`config.mk`:
```
export PLATFORM = sky130hd
export DESIGN_NAME = sfc_device_flat
export DESIGN_NICKNAME = d
export VERILOG_FILES = /design/src/sfc_pkg.sv /design/src/sfc_spi_if.sv /design/src/sfc_device.sv /design/src/flat_wrapper.sv
export SDC_FILE = /design/constraint.sdc
export NUM_CORES = 1
export LEC_CHECK = 0
export BUFFER_PORTS_ARGS = -buffer_cell sky130_fd_sc_hd__buf_4
export CORE_MARGIN = 2
export CORE_UTILIZATION = 59
export DETAILED_ROUTE_END_ITERATION = 12
export GPL_TIMING_DRIVEN = 0
export PLACE_DENSITY = 0.83
export SLEW_MARGIN = 10
export SYNTH_ARGS = -nofsm -noshare
export SYNTH_HDL_FRONTEND = slang
export SYNTH_SLANG_ARGS = --single-unit
```
`constraint.sdc`:
```
create_clock -name core_clk_in -period 2.85 [get_ports core_clk_in]
set_clock_uncertainty 0.2 [all_clocks]
set_input_delay 0.57 -clock core_clk_in [delete_from_list [all_inputs] [get_ports core_clk_in]]
set_output_delay 0.57 -clock core_clk_in [all_outputs]
set_load 0.03 [all_outputs]
```
`src/sfc_pkg.sv`:
```
// shared constants, opcode decode and timing for the serial flash command front
package sfc_pkg;

    // ------------------------------------------------------------
    // clock and start-up timing
    // ------------------------------------------------------------
    localparam int unsigned CLK_MHZ          = 200;
    localparam int unsigned SUPPLY_TO_SELECT_WAIT_US        = 70;  // supply to select wait, least
    localparam int unsigned PROGRAM_ERASE_STARTUP_DELAY_MS         = 3;   // program/erase start-up, longest
    localparam int unsigned VCSL_CYCLES      = SUPPLY_TO_SELECT_WAIT_US * CLK_MHZ;
    localparam int unsigned PUW_CYCLES       = PROGRAM_ERASE_STARTUP_DELAY_MS * 1000 * CLK_MHZ;
    localparam int unsigned HALF_DIV_DEFAULT = 2;   // host clock half period, cycles

    // ------------------------------------------------------------
    // frame layout: opcode, 3 dummy, 12 page, 9 byte/buffer bits
    // ------------------------------------------------------------
    localparam int unsigned OP_W      = 8;
    localparam int unsigned PAGE_W    = 12;
    localparam int unsigned BYTE_W    = 9;
    localparam int unsigned ADDR_W    = 24;
    localparam int unsigned FRAME_W   = 32;
    localparam int unsigned PAGE_LSB  = 9;
    localparam int unsigned DUMMY_LSB = 21;
    localparam logic [5:0]  OP_LAST   = 6'h07;  // bit index of last opcode bit
    localparam logic [5:0]  FRM_LAST  = 6'h1f;  // bit index of last address bit

    typedef logic [OP_W-1:0] sfc_op_t;

    // opcodes that carry no address bytes
    function automatic logic sfc_has_addr(input sfc_op_t op);
        case (op)
            8'h9f, 8'hb9, 8'hab, 8'hd7, 8'h79: sfc_has_addr = 1'b0;
            default:                           sfc_has_addr = 1'b1;
        endcase
    endfunction : sfc_has_addr

    // page bits that are real address, the rest are dummy
    function automatic logic [PAGE_W-1:0] sfc_page_mask(input sfc_op_t op);
        case (op)
            8'h32, 8'h77, 8'h84, 8'h87, 8'hd1, 8'hd3, 8'hd4, 8'hd6: sfc_page_mask = 12'h000;
            8'h7c:   sfc_page_mask = 12'hf00;
            8'h50:   sfc_page_mask = 12'hffc;
            default: sfc_page_mask = 12'hfff;
        endcase
    endfunction : sfc_page_mask

    // byte/buffer bits that are real address
    function automatic logic [BYTE_W-1:0] sfc_byte_mask(input sfc_op_t op);
        case (op)
            8'h01, 8'h02, 8'h03, 8'h0b, 8'h1b, 8'h82, 8'h84, 8'h85, 8'h87,
            8'hd1, 8'hd2, 8'hd3, 8'hd4, 8'hd6: sfc_byte_mask = 9'h1ff;
            default:                           sfc_byte_mask = 9'h000;
        endcase
    endfunction : sfc_byte_mask

    // program and erase opcodes, gated by the start-up delay
    function automatic logic sfc_is_prog_erase(input sfc_op_t op);
        case (op)
            8'h02, 8'h50, 8'h58, 8'h59, 8'h7c, 8'h81, 8'h82, 8'h83,
            8'h85, 8'h86, 8'h88, 8'h89: sfc_is_prog_erase = 1'b1;
            default:                    sfc_is_prog_erase = 1'b0;
        endcase
    endfunction : sfc_is_prog_erase

endpackage : sfc_pkg

```
`src/sfc_spi_if.sv`:
```
// serial link between host controller and flash command front
`timescale 1ns/100ps
interface sfc_spi_if;
    logic sclk;          // serial clock, host driven
    logic si;            // serial data into device
    logic select_n_pin;  // active-low select
    logic so_data;       // device serial output level
    logic so_oe;         // high while device drives serial output

    // ------------------------------------------------------------
    // one view per party
    // ------------------------------------------------------------
    modport device (input sclk, input si, input select_n_pin, output so_data, output so_oe);
    modport host   (output sclk, output si, output select_n_pin, input so_data, input so_oe);
endinterface : sfc_spi_if
```
`src/sfc_device.sv`:
```
// flash device end: power-on state, mode pick and command entry
`timescale 1ns/100ps
module sfc_device
    import sfc_pkg::*;
#(
    parameter int unsigned PUW_CYC = sfc_pkg::PUW_CYCLES
) (
    // clock and reset
    input  wire logic                  core_clk_in,
    input  wire logic                  reset_in,
    input  wire logic                  power_on_reset_in,
    // serial link
    sfc_spi_if.device                  spi,
    // read data to send
    input  wire logic [7:0]            tx_byte_in,
    input  wire logic                  tx_enable_in,
    // decoded command
    output logic                       cmd_valid_out,
    output sfc_pkg::sfc_op_t           opcode_out,
    output logic [sfc_pkg::PAGE_W-1:0] page_out,
    output logic [sfc_pkg::BYTE_W-1:0] byte_out,
    output logic                       mode3_out,
    output logic                       standby_out,
    output logic                       prog_allowed_out
);

    // ------------------------------------------------------------
    // parameter checks
    // ------------------------------------------------------------
    if (PUW_CYC < 1 || PUW_CYC > 32'h000f_ffff) begin : g_chk
        $error("PUW_CYC out of range for 20-bit counter");
    end

    typedef enum logic [1:0] {ST_POR, ST_STANDBY, ST_SHIFT, ST_HOLD} sfc_dev_st_t;

    // ------------------------------------------------------------
    // state
    // ------------------------------------------------------------
    sfc_dev_st_t         st_q,     st_d;
    logic                sel_q,    sel_d;
    logic                sclk_q,   sclk_d;
    logic                mode3_q,  mode3_d;
    logic [FRAME_W-1:0]  sh_q,     sh_d;
    logic [5:0]          cnt_q,    cnt_d;
    logic [19:0]         puw_q,    puw_d;
    logic                pdone_q,  pdone_d;
    logic                pend_q,   pend_d;
    logic                valid_q,  valid_d;
    sfc_op_t             op_q,     op_d;
    logic [PAGE_W-1:0]   page_q,   page_d;
    logic [BYTE_W-1:0]   byte_q,   byte_d;
    logic [7:0]          tx_q,     tx_d;
    logic                so_q,     so_d;
    logic                oe_q,     oe_d;

    logic                sel_fall;
    logic                sck_rise;
    logic                sck_fall;
    logic [FRAME_W-1:0]  sh_n;
    sfc_op_t             op_n;
    logic                finish;

    // ------------------------------------------------------------
    // next-state logic
    // ------------------------------------------------------------
    always_comb begin
        sel_fall = sel_q & ~spi.select_n_pin;
        sck_rise = spi.sclk & ~sclk_q;
        sck_fall = ~spi.sclk & sclk_q;
        sh_n     = {sh_q[FRAME_W-2:0], spi.si};
        op_n     = (cnt_q == OP_LAST) ? sh_n[OP_W-1:0] : sh_n[FRAME_W-1:ADDR_W];
        finish   = 1'b0;
        st_d     = st_q;
        sel_d    = spi.select_n_pin;
        sclk_d   = spi.sclk;
        mode3_d  = mode3_q;
        sh_d     = sh_q;
        cnt_d    = cnt_q;
        pend_d   = pend_q;
        valid_d  = 1'b0;
        op_d     = op_q;
        page_d   = page_q;
        byte_d   = byte_q;
        tx_d     = tx_q;
        so_d     = so_q;
        oe_d     = 1'b0;
        // start-up timer runs from power-on reset release
        puw_d    = puw_q;
        pdone_d  = pdone_q;
        if (!pdone_q) begin
            puw_d   = puw_q + 20'h00001;
            pdone_d = (puw_q == 20'(PUW_CYC - 1));
        end
        // held program/erase starts once the delay is over
        if (pend_q && pdone_q) begin
            pend_d  = 1'b0;
            valid_d = 1'b1;
        end
        case (st_q)
            ST_POR: begin
                st_d = ST_STANDBY;
            end
            ST_STANDBY: begin
                // only a select fall opens an instruction
                if (sel_fall) begin
                    mode3_d = spi.sclk;
                    cnt_d   = 6'h00;
                    st_d    = ST_SHIFT;
                    // mode 0 needs bit 7 before the first rising edge
                    so_d    = spi.sclk ? 1'b0 : tx_byte_in[7];
                    tx_d    = spi.sclk ? tx_byte_in : {tx_byte_in[6:0], 1'b0};
                end
            end
            ST_SHIFT: begin
                oe_d = tx_enable_in & ~spi.select_n_pin;
                if (spi.select_n_pin) begin
                    st_d = ST_STANDBY;  // short frame is dropped
                end else if (sck_rise) begin
                    sh_d  = sh_n;
                    cnt_d = cnt_q + 6'h01;
                    if (cnt_q == FRM_LAST) begin
                        finish = 1'b1;
                    end else if (cnt_q == OP_LAST && !sfc_has_addr(op_n)) begin
                        finish = 1'b1;
                    end
                end else if (sck_fall) begin
                    // output changes on the falling edge in both modes
                    so_d = tx_q[7];
                    tx_d = {tx_q[6:0], 1'b0};
                end
                if (finish) begin
                    op_d   = op_n;
                    // dummy positions never reach the command logic
                    page_d = sh_n[PAGE_LSB +: PAGE_W] & sfc_page_mask(op_n);
                    byte_d = sh_n[BYTE_W-1:0] & sfc_byte_mask(op_n);
                    if (!sfc_has_addr(op_n)) begin
                        page_d = '0;
                        byte_d = '0;
                    end
                    if (sfc_is_prog_erase(op_n) && !pdone_q) begin
                        pend_d = 1'b1;
                    end else begin
                        valid_d = 1'b1;
                    end
                    st_d = ST_HOLD;
                end
            end
            ST_HOLD: begin
                // trailing clocks only shift the output byte until deselect
                oe_d = tx_enable_in & ~spi.select_n_pin;
                if (spi.select_n_pin) begin
                    st_d = ST_STANDBY;
                end else if (sck_fall) begin
                    so_d = tx_q[7];
                    tx_d = {tx_q[6:0], 1'b0};
                end
            end
            default: begin
                st_d = ST_POR;
            end
        endcase
        // internal reset overrides every command and the output
        if (power_on_reset_in) begin
            st_d    = ST_POR;
            pend_d  = 1'b0;
            valid_d = 1'b0;
            oe_d    = 1'b0;
            puw_d   = 20'h00000;
            pdone_d = 1'b0;
        end
    end

    // ------------------------------------------------------------
    // registers
    // ------------------------------------------------------------
    always_ff @(posedge core_clk_in) begin
        if (reset_in) begin
            st_q    <= ST_POR;
            sel_q   <= 1'b1;
            sclk_q  <= 1'b0;
            mode3_q <= 1'b0;
            sh_q    <= '0;
            cnt_q   <= 6'h00;
            puw_q   <= 20'h00000;
            pdone_q <= 1'b0;
            pend_q  <= 1'b0;
            valid_q <= 1'b0;
            op_q    <= '0;
            page_q  <= '0;
            byte_q  <= '0;
            tx_q    <= 8'h00;
            so_q    <= 1'b0;
            oe_q    <= 1'b0;
        end else begin
            st_q    <= st_d;
            sel_q   <= sel_d;
            sclk_q  <= sclk_d;
            mode3_q <= mode3_d;
            sh_q    <= sh_d;
            cnt_q   <= cnt_d;
            puw_q   <= puw_d;
            pdone_q <= pdone_d;
            pend_q  <= pend_d;
            valid_q <= valid_d;
            op_q    <= op_d;
            page_q  <= page_d;
            byte_q  <= byte_d;
            tx_q    <= tx_d;
            so_q    <= so_d;
            oe_q    <= oe_d;
        end
    end

    // ------------------------------------------------------------
    // outputs
    // ------------------------------------------------------------
    assign spi.so_data       = so_q;
    assign spi.so_oe         = oe_q;
    assign cmd_valid_out     = valid_q;
    assign opcode_out        = op_q;
    assign page_out          = page_q;
    assign byte_out          = byte_q;
    assign mode3_out         = mode3_q;
    assign standby_out       = (st_q == ST_STANDBY);
    assign prog_allowed_out  = pdone_q;

endmodule : sfc_device

```
`src/flat_wrapper.sv`:
```
// flat-port wrapper written by rule: the top's interface ports become plain ports
module sfc_device_flat import sfc_pkg::*;
#(
    parameter int unsigned PUW_CYC = sfc_pkg::PUW_CYCLES
)
  (core_clk_in, reset_in, power_on_reset_in, tx_byte_in, tx_enable_in, cmd_valid_out, opcode_out, page_out, byte_out, mode3_out, standby_out, prog_allowed_out, spi_sclk, spi_si, spi_select_n_pin, spi_so_data, spi_so_oe);
  sfc_spi_if spi_i ();
  input  wire logic core_clk_in;
  input  wire logic reset_in;
  input  wire logic power_on_reset_in;
  input  wire logic [7:0] tx_byte_in;
  input  wire logic tx_enable_in;
  output logic cmd_valid_out;
  output sfc_pkg::sfc_op_t opcode_out;
  output logic [sfc_pkg::PAGE_W-1:0] page_out;
  output logic [sfc_pkg::BYTE_W-1:0] byte_out;
  output logic mode3_out;
  output logic standby_out;
  output logic prog_allowed_out;
  input wire logic [$bits(spi_i.sclk)-1:0] spi_sclk;
  input wire logic [$bits(spi_i.si)-1:0] spi_si;
  input wire logic [$bits(spi_i.select_n_pin)-1:0] spi_select_n_pin;
  output wire logic [$bits(spi_i.so_data)-1:0] spi_so_data;
  output wire logic [$bits(spi_i.so_oe)-1:0] spi_so_oe;
  assign spi_i.sclk = spi_sclk;
  assign spi_i.si = spi_si;
  assign spi_i.select_n_pin = spi_select_n_pin;
  assign spi_so_data = spi_i.so_data;
  assign spi_so_oe = spi_i.so_oe;
  sfc_device #(.PUW_CYC(PUW_CYC)) u_core (.core_clk_in(core_clk_in), .reset_in(reset_in), .power_on_reset_in(power_on_reset_in), .spi(spi_i), .tx_byte_in(tx_byte_in), .tx_enable_in(tx_enable_in), .cmd_valid_out(cmd_valid_out), .opcode_out(opcode_out), .page_out(page_out), .byte_out(byte_out), .mode3_out(mode3_out), .standby_out(standby_out), .prog_allowed_out(prog_allowed_out));
endmodule
```
==> results.md, run 1 <==
* CP max FO at 10
* Setup crit end kind: register
* Sequential fraction of the synthesis area at 0.408
* Routed wire length at between 10 and 15 mm
* PortBufs at between 40 and 50
* Vias at around 5000
* Number of global-route vias before repair at roughly 4500
* Fill cells at between 600 and 700
* Horiz. Die Dim at a little under 100 um
* TritonCTS clock tree: built
* Vias per Instance at about 6.0
* Initial DRC Count at approximately 360
* Tmin final at 2.81 ns
* Status: finished clean
* PwrDens at 423 nW/um2
* DP Cell Count at approximately 790
* Main synth FF type: dfxtp_1
* Final slew viol count at 0
* Seq cells post-synth at 104
* Mapped Area at just over 5000 um2
* Required time of the critical path at about 2.9 ns
* Detailed Place HPWL at 9.11 mm
* Worst vdd rail ir drop at roughly 0.33 mV
* Mapped Nets at between 600 and 700
* Root Buffer: clkbuf_8
* Reg2Reg Setup Slack at 0.04 ns
* Post-route design area at 5870 um2
* Initial antenna violation count at 0
* H-tree depth at 3
* # rows at 33
* Hold Vio Cnt, Final at 0
* EDFF count, synth at 0
* Bufs on Longest Clock Path at 2
* Final non-filler cell total at a little over 800
* Final worst path period share at 0.987
* Setup violators final at 0
* Flip-flop and latch area at 2080 um2
* Slew @ Worst Pin at 0.633 ns
* FFs w/ async S/R, synth at 0
* Clk slew on worst S/H paths at roughly 0.10 ns
* Die Height at between 90 and 100 um
* Yosys Warn Count at 0
* Commonest non-fill, non-tap cells in the layout: 104 x dfxtp_1, 97 x nand2_1, 68 x nor2_1, 68 x a21oi_1, 53 x buf_4
* Initial core utilization at 0.615
* Total grt overflow at 0
* CP Launch Type: register
* TritonCTS Buffers at 9
* Core ar. at 8300 um2
* CP arrival at between 2 and 3 ns
* Slew HR at 0.578
* Antenna Nets Post-Route at 0
* First-pass GRT wire length at ~21 mm
* Cells after synthesis at between 600 and 700
* # DRC at 0
* Worst min path class: primary input to register
* Die area at 9410 um2
* Drt wl/cell at around 16 um
* Critical path class: register to register
* Nets@finish at about 700
* Clock Latency Late Sink at ~0.37 ns
* GRT Resource Usage Total at 0.267
* Layout cells sized above 1 at 0.149
* Max-cap viol count at 0
* Router iterations before antenna repair at 6
* Num Clock Sinks at between 100 and 150
* F_max at roughly 360 MHz
* Placed cell area at approximately 5600 um2
* Yosys cell types at between 60 and 70
* Routability congestion estimate at roughly 1
* Multi-input logic area at around 2800 um2
* Top-level I/O count at 50
* Most common cell after layout, fill and taps aside: dfxtp_1
* Largest net degree at the start of global routing at 17
* Number of inserted diodes at 0
* Leakage power at between 1.5 and 2 nW
* Syn Area/Cell at 8.00 um2
* Area grow syn2layout at 15.1%
==> synthesized netlist by cell type (all sizes together) (3+ instances only) <==
library cell	n	share of area
nand2b	13	0.016
mux2i	9	0.018
or3	6	0.0074
xnor2	9	0.015
nor3b	4	0.0059
o2bb2ai	10	0.017
dfxtp	104	0.41
xor2	11	0.019
mux2	3	0.0066
a211o	3	0.0052
buf	19	0.023
a22o	10	0.017
a2111oi	5	0.012
nand4	4	0.0049
nor2b	4	0.0049
nand4b	5	0.0086
nor4	11	0.016
a211oi	7	0.012
o32ai	5	0.0086
and3	7	0.0086
nand3	31	0.030
a32o	3	0.0059
or2	4	0.0049
o21ai	15	0.015
and3b	3	0.0052
nor3	15	0.015
nand2	98	0.074
a22oi	3	0.0044
nor2	69	0.051
inv	15	0.011
clkbuf	30	0.022
nand3b	6	0.0088
a21oi	68	0.067
==> layer usage <==
layer / global-route usage / vias up / part of all wire
met1: 0.379 / 2276 / 0.46
met3: 0.0441 / 29 / 0.067
met5: 0 / - / 0
met4: 0.0823 / 0 / 0.021
li1: - / 2374 / -
met2: 0.417 / 185 / 0.45
==> where the power goes <==
part / leakage, nW / switching (mW) / internal (mW) / total, mW
Combinational: 1.06 / 0.0686 / 0.0412 / 0.110
Clock: 0.0900 / 0.503 / 0.408 / 0.911
Sequential: 0.839 / 0.00552 / 1.46 / 1.47
Total: 1.99 / 0.577 / 1.91 / 2.49
==> timing repair <==
item	in CTS	in global routing
gates cloned	0	0
setup endpoints to repair	6	27
gates resized for setup	0	11
buffers inserted	2	2
pin swaps	1	0
hold buffers	0	0
==> path summary, 6_finish.rpt <==
check | startpoint | to | cells past startpoint
max | u_core.cnt_q[0]$_SDFFE_PP0P_ | u_core.cmd_valid_out$_SDFF_PP0_ | 8
min | tx_enable_in | u_core.spi.so_oe$_SDFF_PP0_ | 3
min reg2reg | u_core.sh_q[22]$_SDFFE_PP0P_ | u_core.sh_q[23]$_SDFFE_PP0P_ | 2
max reg2reg | u_core.cnt_q[0]$_SDFFE_PP0P_ | u_core.cmd_valid_out$_SDFF_PP0_ | 8
==> per-stage QoR <==
step	util	hold slack [ns]	setup WS, ns	power [mW]	TNS (ns)
global placement	0.675	0.237	-0.0695	1.60	-0.381
global route	0.708	0.205	-0.0904	2.56	-0.101
finish	0.708	0.202	0.0377	2.49	0
detailed placement	0.675	0.247	-0.0761	1.61	-0.393
floorplan	-	0.232	0.464	1.57	0
CTS	0.699	0.200	0.0233	2.50	0
==> sequential cells by signal (all words and copies together), names as in the netlist, 2 cells and up <==
| name | flops |
|---|---|
| u_core.sh_q | 31 |
| u_core.puw_q | 20 |
| u_core.page_out | 12 |
| u_core.byte_out | 9 |
| u_core.opcode_out | 8 |
| u_core.tx_q | 8 |
| u_core.cnt_q | 6 |
| u_core.st_q | 2 |
==> logic make-up after synthesis <==
group           share of synthesized area
xor+xnor                           0.0343
mux                                0.0243
buf+inv                            0.0562
simple gates                        0.277
fa+ha+maj                         0.00490
flops                               0.408
compound gates                      0.195
==> critical path: stages, from the launching register on <==
cell and delay (ns):
dfxtp_1 0.35, ha_1 0.25, and3b_1 0.22, buf_6 0.15, a2111oi_1 0.55, a41oi_1 0.14
a211o_1 0.32, a311o_1 0.37, and3_1 0.17
==> final cells by class <==
class / count / share of cell area
Multi-Input combinational cell: 470 / 0.475
Sequential cell: 104 / 0.354
Timing Repair Buffer: 53 / 0.0677
Buffer: 49 / 0.0394
Clock buffer: 11 / 0.0224
Tap cell: 105 / 0.0224
Inverter: 15 / 0.00959
Clock inverter: 4 / 0.00937
Power figures use the tool's default switching activity.
==> run 2, diff against run 1 <==
--- a/config.mk
+++ b/config.mk
@@ -6,11 +6,13 @@
 export NUM_CORES = 1
 export LEC_CHECK = 0
 export BUFFER_PORTS_ARGS = -buffer_cell sky130_fd_sc_hd__buf_4
+export CELL_PAD_IN_SITES_DETAIL_PLACEMENT = 1
+export CELL_PAD_IN_SITES_GLOBAL_PLACEMENT = 1
 export CORE_MARGIN = 2
-export CORE_UTILIZATION = 59
+export CORE_UTILIZATION = 44
 export DETAILED_ROUTE_END_ITERATION = 12
 export GPL_TIMING_DRIVEN = 0
-export PLACE_DENSITY = 0.83
+export PLACE_DENSITY = 0.82
 export SLEW_MARGIN = 10
 export SYNTH_ARGS = -nofsm -noshare
 export SYNTH_HDL_FRONTEND = slang
==> run 2 against run 1 <==
  * Non-clock buffer count unchanged
  * Worst hold slack improved by 0.027 ns
  * Combinational power increased by 5%
  * Sequential cell count unchanged
  * Sequential share of layout area decreased by 1.1 points
  * Cell count increased by 4.8%
  * Final area increased by 3.4%
  * Worst setup slack improved by 0.074 ns
  * Fmax increased by 2.7%
  * Clock power increased by 48%
  * Critical path depth unchanged
  * Register-to-register slack improved by 0.07 ns
==> results.md, run 2 (synthesis gave the netlist of run 1 again) <==
* Die area at 12500 um2
* Number of global-route vias before repair at approximately 5000
* Layout cells sized above 1 at 0.160
* Final WS setup at approximately 0.11 ns
* Max-cap viol count at 0
* # rows at 39
* Bufs on Longest Clock Path at 2
* TritonCTS Buffers at 9
* Routability congestion estimate at roughly 0.93
* Worst vdd rail ir drop at 0.329 mV
* Detailed Place HPWL at between 10 and 15 mm
* Initial antenna violation count at 0
* Area grow syn2layout at 19.0%
* TritonCTS clock tree: built
* Status: finished clean
* Initial core utilization at 0.449
* Multi-input logic area at ~2800 um2
* Placed cell area at 5650 um2
* Worst hold margin at approximately 0.23 ns
* Most common cell after layout, fill and taps aside: dfxtp_1
* Tmin final at approximately 2.7 ns
* CP max FO at 10
* Setup violators final at 0
* Vias at around 4900
* Core ar. at between 10000 and 15000 um2
* Commonest non-fill, non-tap cells in the layout: 103 x dfxtp_1, 97 x nand2_1, 68 x nor2_1, 68 x a21oi_1, 53 x buf_4
* Setup crit end kind: register
* Biggest register: u_core.sh_q
* Fill cells at approximately 1400
* Worst min path class: primary input to register
* Router iterations before antenna repair at 4
* First-pass GRT wire length at 25.3 mm
* CP arrival at ~2.8 ns
* F_max at 365 MHz
* Die Height at roughly 110 um
* Final TNS setup at 0 ns
* Largest net degree at the start of global routing at 17
* Antenna Nets Post-Route at 0
* Clock Latency Late Sink at 0.36 ns
* Num Clock Sinks at 104
* Vias per Instance at about 5.8
* # DRC at 0
* End-of-flow core utilization at 0.534
* Setup Slack @ Placement at -0.273 ns
* Slew @ Worst Pin at 0.871 ns
* Slew HR at 0.415
* Clk slew on worst S/H paths at ~0.070 ns
* Critical path class: register to register
* CP Launch Type: register
* GRT Resource Usage Total at 0.251
* RSZ-0062 raised after global routing: false
* Total grt overflow at 0
* Top-level I/O count at 50
* Nets@finish at slightly above 700
* Leakage power at roughly 2.1 nW
* Max FFs per register at 31
* Final worst path period share at 0.961
* PortBufs at 49
* Routed wire length at around 15 mm
* Initial DRC Count at about 250
* Hold Vio Cnt, Final at 0
* Final slew viol count at 0
* Flip-flop and latch area at 2080 um2
* Root Buffer: clkbuf_16
* Required time of the critical path at 2.88 ns
* PwrDens at around 480 nW/um2
* Drt wl/cell at between 15 and 20 um
* Horiz. Die Dim at roughly 110 um
* H-tree depth at 3
* Number of inserted diodes at 0
* Post-route design area at roughly 6000 um2
-- run 2: metrics by stage --
| step | instances | total power, mW |
|---|---|---|
| after CTS | 850 | 2.95 |
| after detailed placement | 830 | 1.61 |
| final | 850 | 2.93 |
| after floorplan | 638 | 1.57 |
| after global routing | 850 | 3.03 |
| after global placement | 830 | 1.61 |
-- run 2: power by group --
group / switching [mW] / leakage [nW] / internal, mW / total [mW]
registers: 0.00582 / 0.839 / 1.46 / 1.47
logic: 0.0733 / 1.07 / 0.0417 / 0.115
clock network: 0.577 / 0.154 / 0.772 / 1.35
total: 0.656 / 2.06 / 2.27 / 2.93
-- run 2: timing repair --
item,in CTS,in global routing
hold buffers,0,0
pin swaps,0,2
buffers inserted,4,0
setup endpoints to repair,17,20
resized for setup,3,17
-- run 2: worst paths after layout --
| path | from | to | slack (ns) | depth (start not counted) |
|---|---|---|---|---|
| setup / recovery | u_core.sh_q[6]$_SDFFE_PP0P_ | u_core.page_out[2]$_SDFFE_PP0P_ | 0.11 | 8 |
| hold / removal | tx_enable_in | u_core.spi.so_oe$_SDFF_PP0_ | 0.23 | 3 |
| setup reg to reg | u_core.sh_q[6]$_SDFFE_PP0P_ | u_core.page_out[2]$_SDFFE_PP0P_ | 0.11 | 8 |
| hold reg to reg | u_core.byte_out[8]$_SDFFE_PP0P_ | u_core.byte_out[8]$_SDFFE_PP0P_ | 0.26 | 1 |
-- run 2: cell type report --
type                    count  area share
clock inverters             5      0.0130
repair buffers             53      0.0655
well taps                 143      0.0295
flip-flops and latches    104       0.343
clock buffers              11      0.0383
inverters                  15     0.00927
multi-input cells         470       0.463
plain buffers              49      0.0387
-- run 2: routing by layer --
metal	vias up	share of wire	track usage
li1	2365	-	-
met1	2387	0.44	0.323
met2	114	0.48	0.420
met3	30	0.050	0.0403
met4	0	0.027	0.107
met5	-	0	0
-- run 2: worst max-delay path, cell delays in order (launching register included) --
cell       delay (ns)
dfxtp_1          0.53
nand4b_1         0.29
nor4_2           0.40
nor3_2           0.13
a211o_1          0.32
and3b_1          0.19
buf_2            0.18
buf_2            0.20
o2bb2ai_1        0.15
==> run 3, diff against run 2 <==
--- a/config.mk
+++ b/config.mk
@@ -5,11 +5,13 @@
 export SDC_FILE = /design/constraint.sdc
 export NUM_CORES = 1
 export LEC_CHECK = 0
+export ABC_AREA = 1
 export BUFFER_PORTS_ARGS = -buffer_cell sky130_fd_sc_hd__buf_4
 export CELL_PAD_IN_SITES_DETAIL_PLACEMENT = 1
 export CELL_PAD_IN_SITES_GLOBAL_PLACEMENT = 1
-export CORE_MARGIN = 2
-export CORE_UTILIZATION = 44
+export CORE_MARGIN = 4
+export CORE_UTILIZATION = 42
+export CTS_BUF_LIST = sky130_fd_sc_hd__clkbuf_16
 export DETAILED_ROUTE_END_ITERATION = 12
 export GPL_TIMING_DRIVEN = 0
 export PLACE_DENSITY = 0.82
==> run 3 against run 2 <==
  * Count of clock-buffer cells in the layout fell by 2
  * Utilization fell by 0.95 points
  * Power fell by 3.4%
  * Worst setup slack improved by 0.051 ns
==> results.md, run 3 <==
* Vias at slightly below 5000
* Most common cell after layout, fill and taps aside: nand2_1
* Crit-path slowest cell: dfxtp_2
* Yosys cell types at 37
* Initial antenna violation count at 0
* Number of global-route vias before repair at 5056
* Slew @ Worst Pin at just over 0.7 ns
* Fill cells at 1536
* TritonCTS Buffers at 9
* Vias per Instance at approximately 5
* Nets@finish at 828
* Core ar. at 11600 um2
* First-pass GRT wire length at about 25 mm
* Setup crit end kind: register
* Top-level I/O count at 50
* R2r endpoint: u_core.page_out[4]$_SDFFE_PP0P_
* Num Clock Sinks at roughly 100
* Most frequent cell after synthesis: nand2_1
* Critical path class: register to register
* Worst min path class: primary input to register
* Commonest non-fill, non-tap cells in the layout: 132 x nand2_1, 106 x nor2_1, 103 x dfxtp_1
* Mapped Nets at 759
* Required time of the critical path at roughly 2.9 ns
* Die Height at ~120 um
* Critical Path Max Stage Delay at 0.35 ns
* Mapped Area at 5080 um2
* Detailed Place HPWL at 11.0 mm
* CP max FO at 10
* TritonCTS clock tree: built
* Cells after synthesis at around 740
* Drt wl/cell at between 15 and 20 um
* F_max at approximately 370 MHz
* Placed cell area at ~5600 um2
* XOR/XNOR Fraction of Synth Area at 0.00345
* Clock Latency Late Sink at 0.36 ns
* Initial core utilization at 0.437
* Worst vdd rail ir drop at between 0.3 and 0.4 mV
* Worst hold stages at 2
* Cts hold-fix bufs at 0
* Die area at ~14000 um2
* Clk slew on worst S/H paths at 0.07 ns
* Yosys Warn Count at 0
* Final slew viol count at 0
* CP arrival at around 2.8 ns
* CP Buf/Inv Count at 2
* Main combinational cell family by area after synthesis: simple AND/OR/NAND/NOR gates
* CP Launch Type: register
* Final worst path period share at 0.943
* Post-synth top cells: 146 x nand2_1, 112 x nor2_1, 104 x dfxtp_1, 92 x inv_1, 72 x a21oi_1
* Yosys top cell area share at 0.410
* Horiz. Die Dim at roughly 120 um
* H-tree depth at 3
* Area grow syn2layout at 20.0%
* PwrDens at 464 nW/um2
* Router iterations before antenna repair at 5
* Leakage power at roughly 2.6 nW
* # rows at 39
* Routability congestion estimate at about 0.89
* Post-Synth Simple-Gate Area at 0.318
* Max FFs per register at 31
* Multi-input logic area at about 2600 um2
* Initial DRC Count at between 150 and 200
* FFs w/ async S/R, synth at 0
* Routed wire length at approximately 15 mm
* Overall power at 2.83 mW
* Reg2reg start: u_core.cnt_q[1]$_SDFFE_PP0P_
* Sequential fraction of the synthesis area at 0.410
* Layout cells sized above 1 at 0.171
* Reg2Reg Setup Slack at around 0.16 ns
* PortBufs at 49
* Total grt overflow at 0
* GRT Resource Usage Total at 0.219
* Syn Area/Cell at 6.84 um2
* Seq cells post-synth at about 100
* Slew HR at 0.522
* Hold Crit Start: reset_in
* Crit-path most repeated cell: nand2_2
* Flip-flop and latch area at between 2000 and 2500 um2
* Root Buffer: clkbuf_16
* Post-route design area at between 6000 and 7000 um2
* Antenna Nets Post-Route at 0
* Biggest register: u_core.sh_q
* # DRC at 0
* Area contributors post-synth: dfxtp_1 41%, nand2_1 11%, nor2_1 8.3%
* Largest net degree at the start of global routing at 17
* EDFF count, synth at 0
* Synth Area in Compound Gates at 0.161
* Family with the most delay on the worst path: simple AND/OR/NAND/NOR gates
* Bufs on Longest Clock Path at 2
* Status: finished clean
* Tmin final at ~2.7 ns
* Hold Vio Cnt, Final at 0
* Main synth FF type: dfxtp_1
* Number of inserted diodes at 0
* Mux share of post-synthesis cell area at 0
* Critical Path, Cell by Cell: ha_2, nand2_2, nor2_4, nand2_4, buf_4, nand2_1, nand2_2, nand2_2, nor2_1, nand2_1, nand4_4, nand2_4, nand2_8, nand2_8, buf_12, nand2_2, nand2_1, nor2_1
* Reg2Reg Depth at 18
* Area leader, netlist: dfxtp_1
* Worst Hold Path EP: u_core.tx_q[0]$_SDFFE_PP0P_
* Setup violators final at 0
* Max-cap viol count at 0
* Synth Area in Adders at 0.00493
==> run 3: per-stage QoR <==
step / worst slack (ns) / hold slack [ns] / utilization / TNS, ns / instances
final: 0.163 / 0.218 / 0.525 / 0 / 958
after global routing: -0.0196 / 0.218 / 0.525 / -0.0384 / 958
after CTS: 0.00721 / 0.209 / 0.512 / 0 / 950
after detailed placement: -0.0457 / 0.246 / 0.484 / -0.193 / 934
after global placement: 0.000156 / 0.234 / 0.484 / 0 / 934
after floorplan: 0.493 / 0.226 / - / 0 / 742
==> run 3: cell type report <==
| type | instances | share of cell area |
|---|---|---|
| flip-flops and latches | 104 | 0.342 |
| clock buffers | 9 | 0.0370 |
| clock inverters | 6 | 0.0103 |
| plain buffers | 26 | 0.0271 |
| inverters | 96 | 0.0598 |
| well taps | 143 | 0.0294 |
| repair inverters | 1 | 0.00123 |
| multi-input cells | 516 | 0.421 |
| repair buffers | 57 | 0.0723 |
==> run 3: worst max-delay path by stage <==
stage / cells after the start / slack (ns) / end / from
floorplan: 18 / 0.49 / u_core.page_out[2]$_SDFFE_PP0P_ / u_core.cnt_q[1]$_SDFFE_PP0P_
global placement: 15 / 0.0002 / u_core.page_out[7]$_SDFFE_PP0P_ / u_core.cnt_q[1]$_SDFFE_PP0P_
detailed placement: 16 / -0.05 / u_core.page_out[1]$_SDFFE_PP0P_ / u_core.cnt_q[1]$_SDFFE_PP0P_
CTS: 17 / 0.007 / u_core.page_out[3]$_SDFFE_PP0P_ / u_core.cnt_q[1]$_SDFFE_PP0P_
global route: 17 / -0.02 / u_core.page_out[4]$_SDFFE_PP0P_ / u_core.cnt_q[0]$_SDFFE_PP0P_
finish: 18 / 0.16 / u_core.page_out[4]$_SDFFE_PP0P_ / u_core.cnt_q[1]$_SDFFE_PP0P_
==> run 3: kinds of logic after synthesis <==
family	count (synthesis)
xor+xnor	2
simple gates	361
buf+inv	122
flops	104
fa+ha+maj	2
compound gates	151
==> run 3: what timing repair did <==
item,4_1_cts,5_1_grt
setup buffers,1,6
cloned,0,2
pin swaps,2,4
resized for setup,5,30
setup endpoints to repair,22,33
==> run 3: report_power, final <==
part / internal (mW) / switching, mW
combinational: 0.0412 / 0.0829
clock: 0.673 / 0.559
sequential: 1.47 / 0.00676
total: 2.18 / 0.649
==> run 3: layer usage <==
layer	vias to the layer above	global-route usage	routed length, um
li1	2535	-	-
met3	17	0.0346	478
met4	0	0.0711	233
met5	-	0	0
met1	2309	0.279	6970
met2	68	0.377	7060
